`src/lmtu_pkg.sv`:
```
package lmtu_pkg;

   localparam int LMTU_LINES = 4;

   // timing
   localparam int CLK_HZ            = 50_000_000;
   localparam int PULSE_GAP_US      = 1000;
   localparam int PULSE_GAP_CYCLES  = (CLK_HZ / 1_000_000) * PULSE_GAP_US;
   localparam int M_FRAMES          = 8;

   // command/indication codes
   localparam logic [3:0] CMD_DEACTIVATION_REQUEST   = 4'h0;
   localparam logic [3:0] CMD_ANALOG_LOOP_REQUEST    = 4'h2;
   localparam logic [3:0] CMD_SINGLE_PULSE_TEST      = 4'h5;
   localparam logic [3:0] CMD_DATA_THROUGH_MODE      = 4'h6;
   localparam logic [3:0] CMD_ACTIVATION_REQUEST     = 4'h8;
   localparam logic [3:0] CMD_REPEATER_LOOP_REQUEST  = 4'h9;
   localparam logic [3:0] CMD_NT_LOOP_TWO_REQUEST    = 4'hA;

   // activation states reported by the line state machine
   localparam logic [2:0] ACT_DEACTIVATED     = 3'h0;
   localparam logic [2:0] ACT_SYNC_NO_TERM    = 3'h1;
   localparam logic [2:0] ACT_TERM_SYNC       = 3'h2;
   localparam logic [2:0] ACT_WAIT_1MS        = 3'h3;
   localparam logic [2:0] ACT_TRANSPARENT     = 3'h4;

   typedef enum logic [2:0] {
      MODE_NORMAL = 3'b000,
      MODE_NT2    = 3'b001,
      MODE_REP    = 3'b011,
      MODE_ANALOG = 3'b010,
      MODE_SSP    = 3'b110,
      MODE_DT     = 3'b111
   } lmtu_mode_type;

   // register byte offsets
   localparam logic [7:0] REG_LINE_PORT_CHOICE = 8'h00;
   localparam logic [7:0] REG_LOOP             = 8'h04;
   localparam logic [7:0] REG_ERR_CHAN_SELECT  = 8'h08;
   localparam logic [7:0] REG_BIT_ERR_LO       = 8'h0C;
   localparam logic [7:0] REG_BIT_ERR_HI       = 8'h10;
   localparam logic [7:0] REG_BLOCK_ERR        = 8'h14;
   localparam logic [7:0] REG_STATUS           = 8'h18;

   // loop register field positions
   localparam int LOOP_BEARER_ONE  = 0;
   localparam int LOOP_BEARER_TWO  = 1;
   localparam int LOOP_ALL_CHAN    = 2;
   localparam int LOOP_DIRECTION   = 3;
   localparam int LOOP_PASS_THRU   = 4;
   localparam int LOOP_FRAMER      = 5;
   localparam int LOOP_WIDTH       = 6;
   localparam logic [5:0] LOOP_RESET = 6'h00;

   // error channel selection codes
   localparam logic [1:0] BER_OFF    = 2'h0;
   localparam logic [1:0] BER_B1     = 2'h1;
   localparam logic [1:0] BER_B2     = 2'h2;
   localparam logic [1:0] BER_ALL    = 2'h3;

   localparam logic [7:0]  BLOCK_ERR_MAX = 8'hFF;
   localparam logic [15:0] BIT_ERR_MAX   = 16'hFFFF;

   typedef struct packed {
      logic [7:0] b1;
      logic [7:0] b2;
      logic [1:0] d;
   } lmtu_chan_type;

   localparam lmtu_chan_type CHAN_IDLE = '{b1: 8'hFF, b2: 8'hFF, d: 2'h3};

endpackage

```
`src/lmtu_line_maint.sv`:
```
`timescale 1ns/1ps

module lmtu_line_maint
   import lmtu_pkg::*;
#(
   parameter int PULSE_CYCLES = PULSE_GAP_CYCLES
) (
   input  wire logic                  clk_sys,
   input  wire logic                  rst_n,
   input  wire logic                  wb_cyc_i,
   input  wire logic                  wb_stb_i,
   input  wire logic                  wb_we_i,
   input  wire logic [7:0]            wb_adr_i,
   input  wire logic [3:0]            wb_sel_i,
   input  wire logic [31:0]           wb_dat_i,
   output logic      [31:0]           wb_dat_o,
   output logic                       wb_ack_o,
   input  wire logic                  cmd_valid,
   input  wire logic [1:0]            cmd_line,
   input  wire logic [3:0]            cmd_code,
   input  wire logic                  mon_rd_valid,
   input  wire logic [1:0]            mon_rd_line,
   output logic                       mon_rd_ack,
   output logic      [7:0]            mon_rd_data,
   input  wire logic                  single_pulse_pin,
   input  wire logic                  data_through_pin,
   input  wire logic                  digital_if_active,
   input  wire logic [3:0]            frame_strobe,
   input  wire logic [3:0]            frame_code_violation,
   input  wire logic [3:0]            rx_m_plus,
   input  wire logic [2:0]            act_state [LMTU_LINES],
   input  wire lmtu_chan_type         sys_in    [LMTU_LINES],
   input  wire lmtu_chan_type         line_in   [LMTU_LINES],
   output lmtu_chan_type              sys_out   [LMTU_LINES],
   output lmtu_chan_type              line_out  [LMTU_LINES],
   output logic      [3:0]            tx_m_plus,
   output logic      [3:0]            tx_enable,
   output logic      [3:0]            analog_loop_en,
   output logic      [3:0]            far_end_ignore,
   output logic      [3:0]            force_transparent,
   output logic      [3:0]            single_pulse_tx,
   output logic      [3:0]            activation_block
);

   function automatic logic [4:0] count_ones(input lmtu_chan_type c, input logic [1:0] sel);
      logic [4:0] n;
      n = 5'h00;
      for (int i = 0; i < 8; i++) begin
         if (sel == BER_B1 || sel == BER_ALL) begin
            n = n + 5'(c.b1[i]);
         end
         if (sel == BER_B2 || sel == BER_ALL) begin
            n = n + 5'(c.b2[i]);
         end
      end
      if (sel == BER_ALL) begin
         n = n + 5'(c.d[0]) + 5'(c.d[1]);
      end
      return n;
   endfunction

   function automatic logic active_count_state(input logic [2:0] s);
      return (s == ACT_SYNC_NO_TERM) || (s == ACT_TERM_SYNC) ||
             (s == ACT_WAIT_1MS) || (s == ACT_TRANSPARENT);
   endfunction

   // chooses per channel between a normal and a looped source
   function automatic lmtu_chan_type chan_mux(input lmtu_chan_type norm, input lmtu_chan_type alt,
                                              input logic m1, input logic m2, input logic md);
      lmtu_chan_type r;
      r.b1 = m1 ? alt.b1 : norm.b1;
      r.b2 = m2 ? alt.b2 : norm.b2;
      r.d  = md ? alt.d  : norm.d;
      return r;
   endfunction

   // pin synchronisers
   logic [1:0]             ssp_sync_q;
   logic [1:0]             dt_sync_q;
   logic                   ssp_pin_eff;
   logic                   dt_pin_eff;

   lmtu_mode_type          mode_q      [LMTU_LINES];
   logic [3:0]             m_cnt_q     [LMTU_LINES];
   logic [LOOP_WIDTH-1:0]  loop_q      [LMTU_LINES];
   logic [1:0]             ber_sel_q   [LMTU_LINES];
   logic [15:0]            bit_err_q   [LMTU_LINES];
   logic [7:0]             blk_err_q   [LMTU_LINES];
   logic [3:0]             block_q;
   logic [1:0]             line_sel_q;
   logic [7:0]             bit_hi_snap_q;
   logic [15:0]            pulse_cnt_q;
   logic                   pulse_tick;
   logic                   wb_req;
   logic                   wb_wr;
   logic                   wb_rd;
   logic [3:0]             blk_clr;
   logic [3:0]             bit_clr;
   logic [3:0]             loop_two_closed;

   always_ff @(posedge clk_sys or negedge rst_n) begin
      if (!rst_n) begin
         ssp_sync_q <= 2'h0;
         dt_sync_q  <= 2'h0;
      end else begin
         ssp_sync_q <= {ssp_sync_q[0], single_pulse_pin};
         dt_sync_q  <= {dt_sync_q[0], data_through_pin};
      end
   end

   assign ssp_pin_eff = ssp_sync_q[1] & digital_if_active;
   assign dt_pin_eff  = dt_sync_q[1] & digital_if_active;

   // wishbone slave, one wait state
   assign wb_req = wb_cyc_i & wb_stb_i & ~wb_ack_o;
   assign wb_wr  = wb_req & wb_we_i & wb_sel_i[0];
   assign wb_rd  = wb_req & ~wb_we_i;

   always_ff @(posedge clk_sys or negedge rst_n) begin
      if (!rst_n) begin
         wb_ack_o <= 1'b0;
      end else begin
         wb_ack_o <= wb_req;
      end
   end

   always_ff @(posedge clk_sys or negedge rst_n) begin
      if (!rst_n) begin
         wb_dat_o      <= 32'h0000_0000;
         bit_hi_snap_q <= 8'h00;
      end else if (wb_rd) begin
         case (wb_adr_i)
            REG_LINE_PORT_CHOICE: wb_dat_o <= {30'h0, line_sel_q};
            REG_LOOP:             wb_dat_o <= {26'h0, loop_q[line_sel_q]};
            REG_ERR_CHAN_SELECT:  wb_dat_o <= {30'h0, ber_sel_q[line_sel_q]};
            REG_BIT_ERR_LO: begin
               wb_dat_o      <= {24'h0, bit_err_q[line_sel_q][7:0]};
               bit_hi_snap_q <= bit_err_q[line_sel_q][15:8];
            end
            REG_BIT_ERR_HI:       wb_dat_o <= {24'h0, bit_hi_snap_q};
            REG_BLOCK_ERR:        wb_dat_o <= {24'h0, blk_err_q[line_sel_q]};
            REG_STATUS: begin
               wb_dat_o <= {22'h0, force_transparent[line_sel_q], single_pulse_tx[line_sel_q],
                            loop_two_closed[line_sel_q], analog_loop_en[line_sel_q],
                            block_q[line_sel_q], tx_m_plus[line_sel_q], 1'b0, mode_q[line_sel_q]};
            end
            default:              wb_dat_o <= 32'h0000_0000;
         endcase
      end
   end

   always_ff @(posedge clk_sys or negedge rst_n) begin
      if (!rst_n) begin
         line_sel_q <= 2'h0;
      end else if (wb_wr && wb_adr_i == REG_LINE_PORT_CHOICE) begin
         line_sel_q <= wb_dat_i[1:0];
      end
   end

   // monitor read of the block error count
   always_ff @(posedge clk_sys or negedge rst_n) begin
      if (!rst_n) begin
         mon_rd_ack  <= 1'b0;
         mon_rd_data <= 8'h00;
      end else begin
         mon_rd_ack <= mon_rd_valid;
         if (mon_rd_valid) begin
            mon_rd_data <= blk_err_q[mon_rd_line];
         end
      end
   end

   // 1 ms pulse tick shared by all lines
   always_ff @(posedge clk_sys or negedge rst_n) begin
      if (!rst_n) begin
         pulse_cnt_q <= 16'h0000;
      end else if (pulse_tick) begin
         pulse_cnt_q <= 16'h0000;
      end else begin
         pulse_cnt_q <= pulse_cnt_q + 16'h0001;
      end
   end

   assign pulse_tick = (pulse_cnt_q == 16'(PULSE_CYCLES - 1));

   for (genvar l = 0; l < LMTU_LINES; l++) begin : g_line
      logic          ssp_on;
      logic          dt_on;
      logic          loop_sys;
      logic          loop_line;
      logic          m1;
      logic          m2;
      logic          md;
      logic          pass;
      logic          cmd_here;
      lmtu_chan_type fwd_line;
      lmtu_chan_type fwd_sys;

      assign cmd_here = cmd_valid && cmd_line == 2'(l);

      // command decode; accepted even while the pin forces data-through
      always_ff @(posedge clk_sys or negedge rst_n) begin
         if (!rst_n) begin
            mode_q[l] <= MODE_NORMAL;
         end else if (cmd_here) begin
            case (cmd_code)
               CMD_ANALOG_LOOP_REQUEST:   mode_q[l] <= MODE_ANALOG;
               CMD_REPEATER_LOOP_REQUEST: mode_q[l] <= MODE_REP;
               CMD_NT_LOOP_TWO_REQUEST:   mode_q[l] <= MODE_NT2;
               CMD_ACTIVATION_REQUEST:    mode_q[l] <= MODE_NORMAL;
               CMD_DEACTIVATION_REQUEST:  mode_q[l] <= MODE_NORMAL;
               CMD_SINGLE_PULSE_TEST:     mode_q[l] <= MODE_SSP;
               CMD_DATA_THROUGH_MODE:     mode_q[l] <= MODE_DT;
               default:                   mode_q[l] <= mode_q[l];
            endcase
         end
      end

      // frames sent since the M pattern started
      always_ff @(posedge clk_sys or negedge rst_n) begin
         if (!rst_n) begin
            m_cnt_q[l] <= 4'h0;
         end else if (cmd_here) begin
            m_cnt_q[l] <= 4'h0;
         end else if (frame_strobe[l] && m_cnt_q[l] != 4'(M_FRAMES)) begin
            m_cnt_q[l] <= m_cnt_q[l] + 4'h1;
         end
      end

      always_ff @(posedge clk_sys or negedge rst_n) begin
         if (!rst_n) begin
            tx_m_plus[l] <= 1'b0;
         end else if (frame_strobe[l]) begin
            case (mode_q[l])
               MODE_REP: tx_m_plus[l] <= (m_cnt_q[l] < 4'(M_FRAMES)) && !m_cnt_q[l][0];
               MODE_NT2: tx_m_plus[l] <= 1'b1;
               default:  tx_m_plus[l] <= 1'b0;
            endcase
         end
      end

      // far end holds loop two after 8 plus symbols
      assign loop_two_closed[l] = (mode_q[l] == MODE_NT2) && (m_cnt_q[l] == 4'(M_FRAMES));

      assign ssp_on = ssp_pin_eff || mode_q[l] == MODE_SSP;
      assign dt_on  = dt_pin_eff || mode_q[l] == MODE_DT;

      always_ff @(posedge clk_sys or negedge rst_n) begin
         if (!rst_n) begin
            single_pulse_tx[l]   <= 1'b0;
            force_transparent[l] <= 1'b0;
            analog_loop_en[l]    <= 1'b0;
            far_end_ignore[l]    <= 1'b0;
            tx_enable[l]         <= 1'b0;
         end else begin
            single_pulse_tx[l]   <= ssp_on & pulse_tick;
            force_transparent[l] <= dt_on;
            analog_loop_en[l]    <= mode_q[l] == MODE_ANALOG;
            far_end_ignore[l]    <= mode_q[l] == MODE_ANALOG || loop_q[l][LOOP_FRAMER];
            tx_enable[l]         <= !ssp_on;
         end
      end

      // local loop configuration
      always_ff @(posedge clk_sys or negedge rst_n) begin
         if (!rst_n) begin
            loop_q[l]    <= LOOP_RESET;
            ber_sel_q[l] <= BER_OFF;
         end else if (wb_wr && line_sel_q == 2'(l)) begin
            if (wb_adr_i == REG_LOOP) begin
               loop_q[l] <= wb_dat_i[LOOP_WIDTH-1:0];
            end
            if (wb_adr_i == REG_ERR_CHAN_SELECT) begin
               ber_sel_q[l] <= wb_dat_i[1:0];
            end
         end
      end

      // framer loop chosen while deactivated blocks activation until released
      always_ff @(posedge clk_sys or negedge rst_n) begin
         if (!rst_n) begin
            block_q[l] <= 1'b0;
         end else if (!loop_q[l][LOOP_FRAMER]) begin
            block_q[l] <= 1'b0;
         end else if (act_state[l] == ACT_DEACTIVATED) begin
            block_q[l] <= 1'b1;
         end
      end

      assign activation_block[l] = block_q[l];

      assign m1        = loop_q[l][LOOP_BEARER_ONE] | loop_q[l][LOOP_ALL_CHAN];
      assign m2        = loop_q[l][LOOP_BEARER_TWO] | loop_q[l][LOOP_ALL_CHAN];
      assign md        = loop_q[l][LOOP_ALL_CHAN];
      assign pass      = loop_q[l][LOOP_PASS_THRU];
      assign loop_sys  = !loop_q[l][LOOP_DIRECTION];
      assign loop_line = loop_q[l][LOOP_DIRECTION];
      assign fwd_line  = pass ? sys_in[l] : CHAN_IDLE;
      assign fwd_sys   = pass ? line_in[l] : CHAN_IDLE;

      always_ff @(posedge clk_sys or negedge rst_n) begin
         if (!rst_n) begin
            sys_out[l]  <= CHAN_IDLE;
            line_out[l] <= CHAN_IDLE;
         end else if (frame_strobe[l]) begin
            if (mode_q[l] == MODE_ANALOG || loop_q[l][LOOP_FRAMER]) begin
               sys_out[l]  <= sys_in[l];
               line_out[l] <= sys_in[l];
            end else if (loop_sys) begin
               sys_out[l]  <= chan_mux(line_in[l], sys_in[l], m1, m2, md);
               line_out[l] <= chan_mux(sys_in[l], fwd_line, m1, m2, md);
            end else if (loop_line) begin
               sys_out[l]  <= chan_mux(line_in[l], fwd_sys, m1, m2, md);
               line_out[l] <= chan_mux(sys_in[l], line_in[l], m1, m2, md);
            end else begin
               sys_out[l]  <= line_in[l];
               line_out[l] <= sys_in[l];
            end
         end
      end

      assign blk_clr[l] = (wb_rd && wb_adr_i == REG_BLOCK_ERR && line_sel_q == 2'(l)) ||
                          (mon_rd_valid && mon_rd_line == 2'(l));
      assign bit_clr[l] = wb_rd && wb_adr_i == REG_BIT_ERR_LO && line_sel_q == 2'(l);

      // block error counter; a new error in the clearing cycle is kept
      always_ff @(posedge clk_sys or negedge rst_n) begin
         if (!rst_n) begin
            blk_err_q[l] <= 8'h00;
         end else if (!active_count_state(act_state[l])) begin
            blk_err_q[l] <= 8'h00;
         end else if (frame_strobe[l] && (frame_code_violation[l] || rx_m_plus[l])) begin
            if (blk_clr[l]) begin
               blk_err_q[l] <= 8'h01;
            end else if (blk_err_q[l] != BLOCK_ERR_MAX) begin
               blk_err_q[l] <= blk_err_q[l] + 8'h01;
            end
         end else if (blk_clr[l]) begin
            blk_err_q[l] <= 8'h00;
         end
      end

      // bit error counter: received ones on selected channels
      always_ff @(posedge clk_sys or negedge rst_n) begin
         if (!rst_n) begin
            bit_err_q[l] <= 16'h0000;
         end else if (frame_strobe[l] && loop_two_closed[l] && ber_sel_q[l] != BER_OFF) begin
            if (bit_clr[l]) begin
               bit_err_q[l] <= 16'(count_ones(line_in[l], ber_sel_q[l]));
            end else if ({1'b0, bit_err_q[l]} + 17'(count_ones(line_in[l], ber_sel_q[l])) > 17'(BIT_ERR_MAX)) begin
               bit_err_q[l] <= BIT_ERR_MAX;
            end else begin
               bit_err_q[l] <= bit_err_q[l] + 16'(count_ones(line_in[l], ber_sel_q[l]));
            end
         end else if (bit_clr[l]) begin
            bit_err_q[l] <= 16'h0000;
         end
      end
   end

endmodule

```
`config.mk`:
```
export PLATFORM = sky130hd
export DESIGN_NAME = lmtu_line_maint
export DESIGN_NICKNAME = d
export VERILOG_FILES = /design/src/lmtu_pkg.sv /design/src/lmtu_line_maint.sv
export SDC_FILE = /design/constraint.sdc
export NUM_CORES = 1
export LEC_CHECK = 0
export ABC_AREA = 1
export BUFFER_PORTS_ARGS = -buffer_cell sky130_fd_sc_hd__buf_4
export CAP_MARGIN = 40
export CORE_MARGIN = 2
export CORE_UTILIZATION = 59
export DETAILED_ROUTE_END_ITERATION = 8
export PLACE_DENSITY = 0.79
export SYNTH_ARGS = -nofsm -noshare
export SYNTH_HDL_FRONTEND = slang
export SYNTH_SLANG_ARGS = --single-unit
```
`constraint.sdc`:
```
create_clock -name clk_sys -period 12.4 [get_ports clk_sys]
set_input_delay 1.86 -clock clk_sys [delete_from_list [all_inputs] [get_ports clk_sys]]
set_output_delay 1.86 -clock clk_sys [all_outputs]
set_load 0.01 [all_outputs]
```
# Word level (Yosys, flattened, before mapping)

Cells that the tools add are included.

Add/subtract/negate cells: 221
Multiply operators: 0
Div/mod/pow operators: 0
Magnitude comparators: 11
Equality and inequality tests: 94
Shift operators: 0
Mux-type cells: 825
Bitwise gates (word level): 23
Reduce and logical (&&, ||, !) cells: 135

Operators with widths:

| cell                   | count |
|---|---|
| $mux W5                | 660 |
| $add A5 B1 Y5          | 204 |
| $mux W8                | 56 |
| $mux W18               | 24 |
| $mux W16               | 19 |
| $pmux W10 S7           | 1 |
| $add A16 B5 Y17        | 4 |
| $gt A17 B16 Y1 const B | 4 |
| $add A16 B5 Y16        | 4 |
| $eq A3 B2 Y1 const B   | 16 |
| $logic_and A1 B1 Y1    | 47 |
| $logic_or A1 B1 Y1     | 40 |
| $eq A3 B3 Y1 const B   | 12 |
| $mux W2                | 18 |
| $reduce_and A2 Y1      | 17 |
| $add A8 B1 Y8 const B  | 4 |
| $bmux W16 S2           | 1 |
| $bmux W8 S2            | 2 |
| $mux W4                | 8 |
| $ne A8 B8 Y1 const B   | 4 |
| $eq A2 B2 Y1 const B   | 14 |
| $eq A4 B4 Y1 const B   | 7 |
| $eq A3 B1 Y1 const B   | 8 |
| $eq A8 B5 Y1 const B   | 3 |
| 35 further kinds       | 132 |

Bits in registers: 400
Latch bits: 0
Bits in writable memories: 0
Bits in read-only memories: 0
Memories: 0

# Longest topological paths before layout

Depth in word-level cells: 162
Gate-level depth with buffers: 80
Depth with buffers taken out: 77

# Least setup slack after synthesis

No wires, ideal clock.

Kind: in2reg
From: in line_in[46] (netlist bit)
To: reg bit_err_q[33] (netlist bit)
Setup time: 82 ps
Arrival time: 12233 ps
Path slack: 85 ps
Stages on the path: 70
Path buffers: 1
Cell sequence: nand2_1 inv_1 ha_1 nand2_1 o21ai_0 ha_1 nand2_1 o21ai_0 ha_1 nand2_1 o21ai_0 ha_1 ha_1 or2_2 and2_1 ha_1 nand2_1 nand2_1 [34 not listed] inv_1 fa_1 nor2_1 a211oi_1 nor2_1 o21ai_0 nor2_1 nand2_1 nor2_1 nand2_1 nor2_1 inv_1 nor3_1 inv_1 nor2_1 clkbuf_1 o22ai_1 o22ai_1

Cells in the longest elaborated chain, start to end: 89

RTL lines:

| what                            | RTL line               | text |
|---|---|---|
| from (decl)                     | lmtu_line_maint.sv:33  | `input wire lmtu_chan_type line_in [LMTU_LINES],` |
| $mux W1 *                       | lmtu_line_maint.sv:49  | `if (sel == BER_B1 \|\| sel == BER_ALL) begin` |
| $mux W5                         | lmtu_line_maint.sv:350 | `end else if ({1'b0, bit_err_q[l]} + 17'(count_ones(line_in[l], ber_sel_q[l])) > 17'(BIT_ERR_MAX)) begin` |
| $mux W5                         | lmtu_line_maint.sv:348 | `if (bit_clr[l]) begin` |
| $mux W5                         | lmtu_line_maint.sv:347 | `end else if (frame_strobe[l] && loop_two_closed[l] && ber_sel_q[l] != BER_OFF) begin` |
| $add A5 B1 Y5                   | lmtu_line_maint.sv:53  | `n = n + 5'(c.b2[i]);` |
| $mux W5                         | lmtu_line_maint.sv:52  | `if (sel == BER_B2 \|\| sel == BER_ALL) begin` |
| $mux W5                         | lmtu_line_maint.sv:350 |  |
| $mux W5                         | lmtu_line_maint.sv:348 |  |
| [73 not listed]                 | -                      |  |
| $mux W5                         | lmtu_line_maint.sv:56  | `if (sel == BER_ALL) begin` |
| $mux W5                         | lmtu_line_maint.sv:350 |  |
| $mux W5                         | lmtu_line_maint.sv:348 |  |
| $mux W5                         | lmtu_line_maint.sv:347 |  |
| $add A16 B5 Y16                 | lmtu_line_maint.sv:353 | `bit_err_q[l] <= bit_err_q[l] + 16'(count_ones(line_in[l], ber_sel_q[l]));` |
| $mux W16                        | lmtu_line_maint.sv:350 |  |
| $mux W16 *                      | lmtu_line_maint.sv:348 |  |
| $mux W16 *                      | lmtu_line_maint.sv:347 |  |
| to (signal, indexed assignment) | lmtu_line_maint.sv:349 | `bit_err_q[l] <= 16'(count_ones(line_in[l], ber_sel_q[l]));` |
| to (signal, indexed assignment) | lmtu_line_maint.sv:353 |  |
| to (decl)                       | lmtu_line_maint.sv:87  | `logic [15:0] bit_err_q [LMTU_LINES];` |

Every way passes the cells marked *; elsewhere a longest branch is shown, timed or not. The select of a mux whose other input is x is not followed.
A chain may end at the register's enable or synchronous reset.

# Worst setup path after layout

From: in line_in[28] (netlist bit)
To: reg bit_err_q[19] (netlist bit)

The elaborated chain is that of the path after synthesis.

==> results.md <==
Final layout:
- At the end of the flow, the number of nets in the layout was a little over 5,000.
- The cell area after layout is between 0.03 and 0.04 mm².
- The fraction of layout cells with a size suffix above 1 is 0.204.
- Once layout is complete, the utilization of the core stands at 0.720.
- From synthesis to final layout, the design area changed by 20.1%.

Die:
- For this design the top-level I/O count stands at 444.
- The die extent in x is ~230 µm.
- The die covers 0.0530 mm².
- The total number of placement rows is 82.
- The starting density of the core is 0.599.
- The vertical die dimension is approximately 230 µm.
- The area of the core is between 0.05 and 0.06 mm².

Logic synthesis:
- The share of the Yosys chip area taken by registers is 0.319.
- Synthesis handed over a netlist of about 4,400 instances.
- The main flop type after synthesis is sky130_fd_sc_hd__dfrtp_1.
- The distinct cell type count of the synthesized netlist is 60.
- Yosys printed 0 warnings.
- In this run the mean area of a mapped cell was between 6 and 7 µm².
- The mapped netlist covers ~0.030 mm².
- The number of enable flip-flop cells after synthesis is 0.
- In this run, synthesis produced a sequential element count of about 380.
- The proportion of register bits with asynchronous set or reset after synthesis is 1.00.

Power:
- The ratio of total power to cell area is around 110 mW/mm².
- After layout, the design draws a total of ~0.0038 W.
- The cell leakage power is roughly 18 nW.
- The worst supply voltage drop on vdd is slightly above 0.1 mV.

Detailed routing:
- The routed layout has roughly 32,000 vias.
- Dividing the detail-routed via count by the number of cells gives approximately 5.8.
- The total length of routed wires is between 90 and 100 mm.
- Once detail routing completed, the nets flagged for antenna violations numbered 0.
- The number of design rule violations left after detail routing is 1.
- The average wire per standard cell is roughly 17 µm.
- The iteration count of the initial detailed-routing pass is 9.
- The number of DRC violations after detailed-routing iteration 0 is between 3,000 and 4,000.

STA:
- The final hold violation count is 0.
- The number of pins with negative max-slew slack in the final report is 0.
- The final setup violation count is 0.
- The worst pin sits at a relative slew slack of 0.416.
- The maximum clock skew at final layout is between 0.02 and 0.025 ns.
- At the pin with the least slew margin, the transition time is 0.877 ns.
- The maximum frequency from static timing analysis is between 80 and 90 MHz.
- The share of the clock period used by the worst path after layout is 0.975.
- After layout, the minimum clock period comes to between 10 and 15 ns.
- The post-layout worst setup margin is 0.310 ns.

Setup path:
- The cell repeated most along the worst path is sky130_fd_sc_hd__ha_1.
- The largest fanout of any net on the critical path is 6.
- Tracing the worst setup path back leads to its startpoint at line_in[28].
- The nature of the critical path startpoint is an input port.
- The cell depth of the worst flop-to-flop path is around 70.
- The startpoint of the most critical register-to-register path is ber_sel_q[2].
- Across all register-to-register paths, the minimum setup slack is ~1.3 ns.
- The critical path start-end classification is in -> reg.
- In this design, the stage delay of the slowest critical-path cell is about 0.35 ns.
- The required time of the worst setup path is between 10 and 15 ns.
- The capture instance of the worst register-to-register path is bit_err_q[19].
- At the worst endpoint, the arrival time is 12.64 ns.
- STA classifies the critical path endpoint as a flip-flop.
- The cell with the largest stage delay on the worst path is sky130_fd_sc_hd__ha_2.
- In this run the worst setup path terminates at bit_err_q[19].

Clocking:
- The worst-case clock buffer depth is 3.
- TritonCTS built the clock tree.
- Clock-pin slew was measured on the worst setup and hold paths at approximately 0.060 ns.
- The total number of H-tree levels is 2.
- The buffer cell driving the clock tree root is sky130_fd_sc_hd__clkbuf_16.
- Buffers inserted to repair hold after CTS numbered 0.
- Counting every sink on the clock net gives 378.
- The CTS buffer count is 44.
- The clock latency on the worst-skew pair is ~0.61 ns.

Run status:
- The flow ran to the end, but the final reports show violations.
- The checks that failed: design-rule violations.

Worst hold path:
- The worst hold path begins at dt_sync_q[0].
- The tightest min-delay check is of the reg -> reg type.

Global routing:
- The global-route wire length before repair is between 100 and 150 mm.
- The pin count of the biggest net entering global routing is 113.
- Global routing finished with a remaining overflow of 0.
- The via count of the first global-routing pass is roughly 29,000.
- The overall global routing resource usage is 0.345.
- The number of antenna violations at the first check in global routing is 3.

Placed design:
- The congestion estimate from routability-driven global placement came to about 0.95.
- Detailed placement finished with a half-perimeter wire length of approximately 70 mm.
- The cell area after placement is around 0.034 mm².
- The worst setup slack after placement is -0.559 ns.
- Input and output buffers added on the ports amount to 392.

Job:
- The max-cap violation count is 0.
-- final cells by class --
cell class / count / area (µm²)
Multi-Input combinational cell: 3290 / 18100
Clock inverter: 18 / 204
Tap cell: 672 / 841
Antenna cell: 1 / 2.50
Inverter: 546 / 2060
Timing Repair Buffer: 528 / 4170
Clock buffer: 64 / 1250
Sequential cell: 378 / 9640
Fill cell: 4208 / 14100
-- per-layer routing --
metal  track usage  wire length, µm
met1         0.452            38900
met2         0.561            43200
met3        0.0702             8880
met4         0.136             3850
met5             0                0
-- flip-flops by register name, summed over array words and instances, names as in the netlist, 8 cells and up --
register and count:
line_out 72, sys_out 72, bit_err_q 64, blk_err_q 32, m_cnt_q 16, pulse_cnt_q 16
loop_q 12, mode_q 12, wb_dat_o 10, ber_sel_q 8, bit_hi_snap_q 8, mon_rd_data 8
-- through the flow --
stage	hold WS, ns	TNS [ns]	instances
3_3_place_gp	0.334	-4.95	5374
4_1_cts	0.348	0	5479
5_1_grt	0.367	-3.42	5497
2_1_floorplan	0.331	0	4418
6_report	0.348	0	5497
3_5_place_dp	0.335	-15.27	5397
-- worst min path at each step --
stage / end / depth (start not counted)
floorplan: dt_sync_q[1] / 0
global placement: dt_sync_q[1] / 0
detailed placement: dt_sync_q[1] / 0
CTS: dt_sync_q[1] / 0
global route: dt_sync_q[1] / 0
finish: dt_sync_q[1] / 0
-- synthesized netlist by cell type (44+ instances only) --
cell type / instances / area, µm²
sky130_fd_sc_hd__o22ai_1: 88 / 551
sky130_fd_sc_hd__ha_1: 157 / 1960
sky130_fd_sc_hd__o211ai_1: 78 / 586
sky130_fd_sc_hd__nand2_1: 889 / 3340
sky130_fd_sc_hd__nand3b_1: 77 / 578
sky130_fd_sc_hd__nor2_1: 371 / 1390
sky130_fd_sc_hd__a21oi_1: 462 / 2310
sky130_fd_sc_hd__xor2_1: 44 / 385
sky130_fd_sc_hd__dfstp_2: 144 / 3780
sky130_fd_sc_hd__inv_1: 532 / 2000
sky130_fd_sc_hd__nand3_1: 267 / 1340
sky130_fd_sc_hd__clkbuf_1: 151 / 567
sky130_fd_sc_hd__o21ai_0: 456 / 2280
sky130_fd_sc_hd__nand2_2: 66 / 413
sky130_fd_sc_hd__dfrtp_1: 234 / 5860
-- report_power, final --
group,switching (W),total [W],internal [W]
combinational,0.000518,0.000906,0.000388
sequential,0.000122,0.00160,0.00148
clock,0.000575,0.00134,0.000766
-- cells in the final DEF, fill, tap and decap left out, types with 77 or more instances in the layout --
cell type	n
sky130_fd_sc_hd__o211ai_1	78
sky130_fd_sc_hd__a21oi_1	460
sky130_fd_sc_hd__dfstp_2	144
sky130_fd_sc_hd__nand2_1	864
sky130_fd_sc_hd__o21ai_0	421
sky130_fd_sc_hd__nor2_1	353
sky130_fd_sc_hd__nand3_1	263
sky130_fd_sc_hd__nand3b_1	77
sky130_fd_sc_hd__nand2_2	91
sky130_fd_sc_hd__buf_4	507
sky130_fd_sc_hd__o22ai_1	88
sky130_fd_sc_hd__dfrtp_1	230
sky130_fd_sc_hd__ha_1	144
sky130_fd_sc_hd__inv_1	526
-- worst max-delay path: cells and delay by family --
kind                     cells  cell delay (ns)
buffers and inverters       10             0.73
adder cells (fa/ha/maj)     17             4.90
multiplexers                 1             0.18
AND/OR/NAND/NOR             31             3.86
AO/OA/AOI/OAI               10             1.08
-- kinds of logic after synthesis --
logic type	synth area share
fa+ha+maj	0.0704
compound gates	0.219
simple gates	0.268
flops	0.319
xor+xnor	0.0235
other cells	0.000124
buf+inv	0.0976
mux	0.00199
-- repair_timing --
item,in CTS,in global routing
endpoints found under the setup margin,0,64
resized for setup,0,139
buffers inserted,0,15
(Power assumes the default switching activity.)
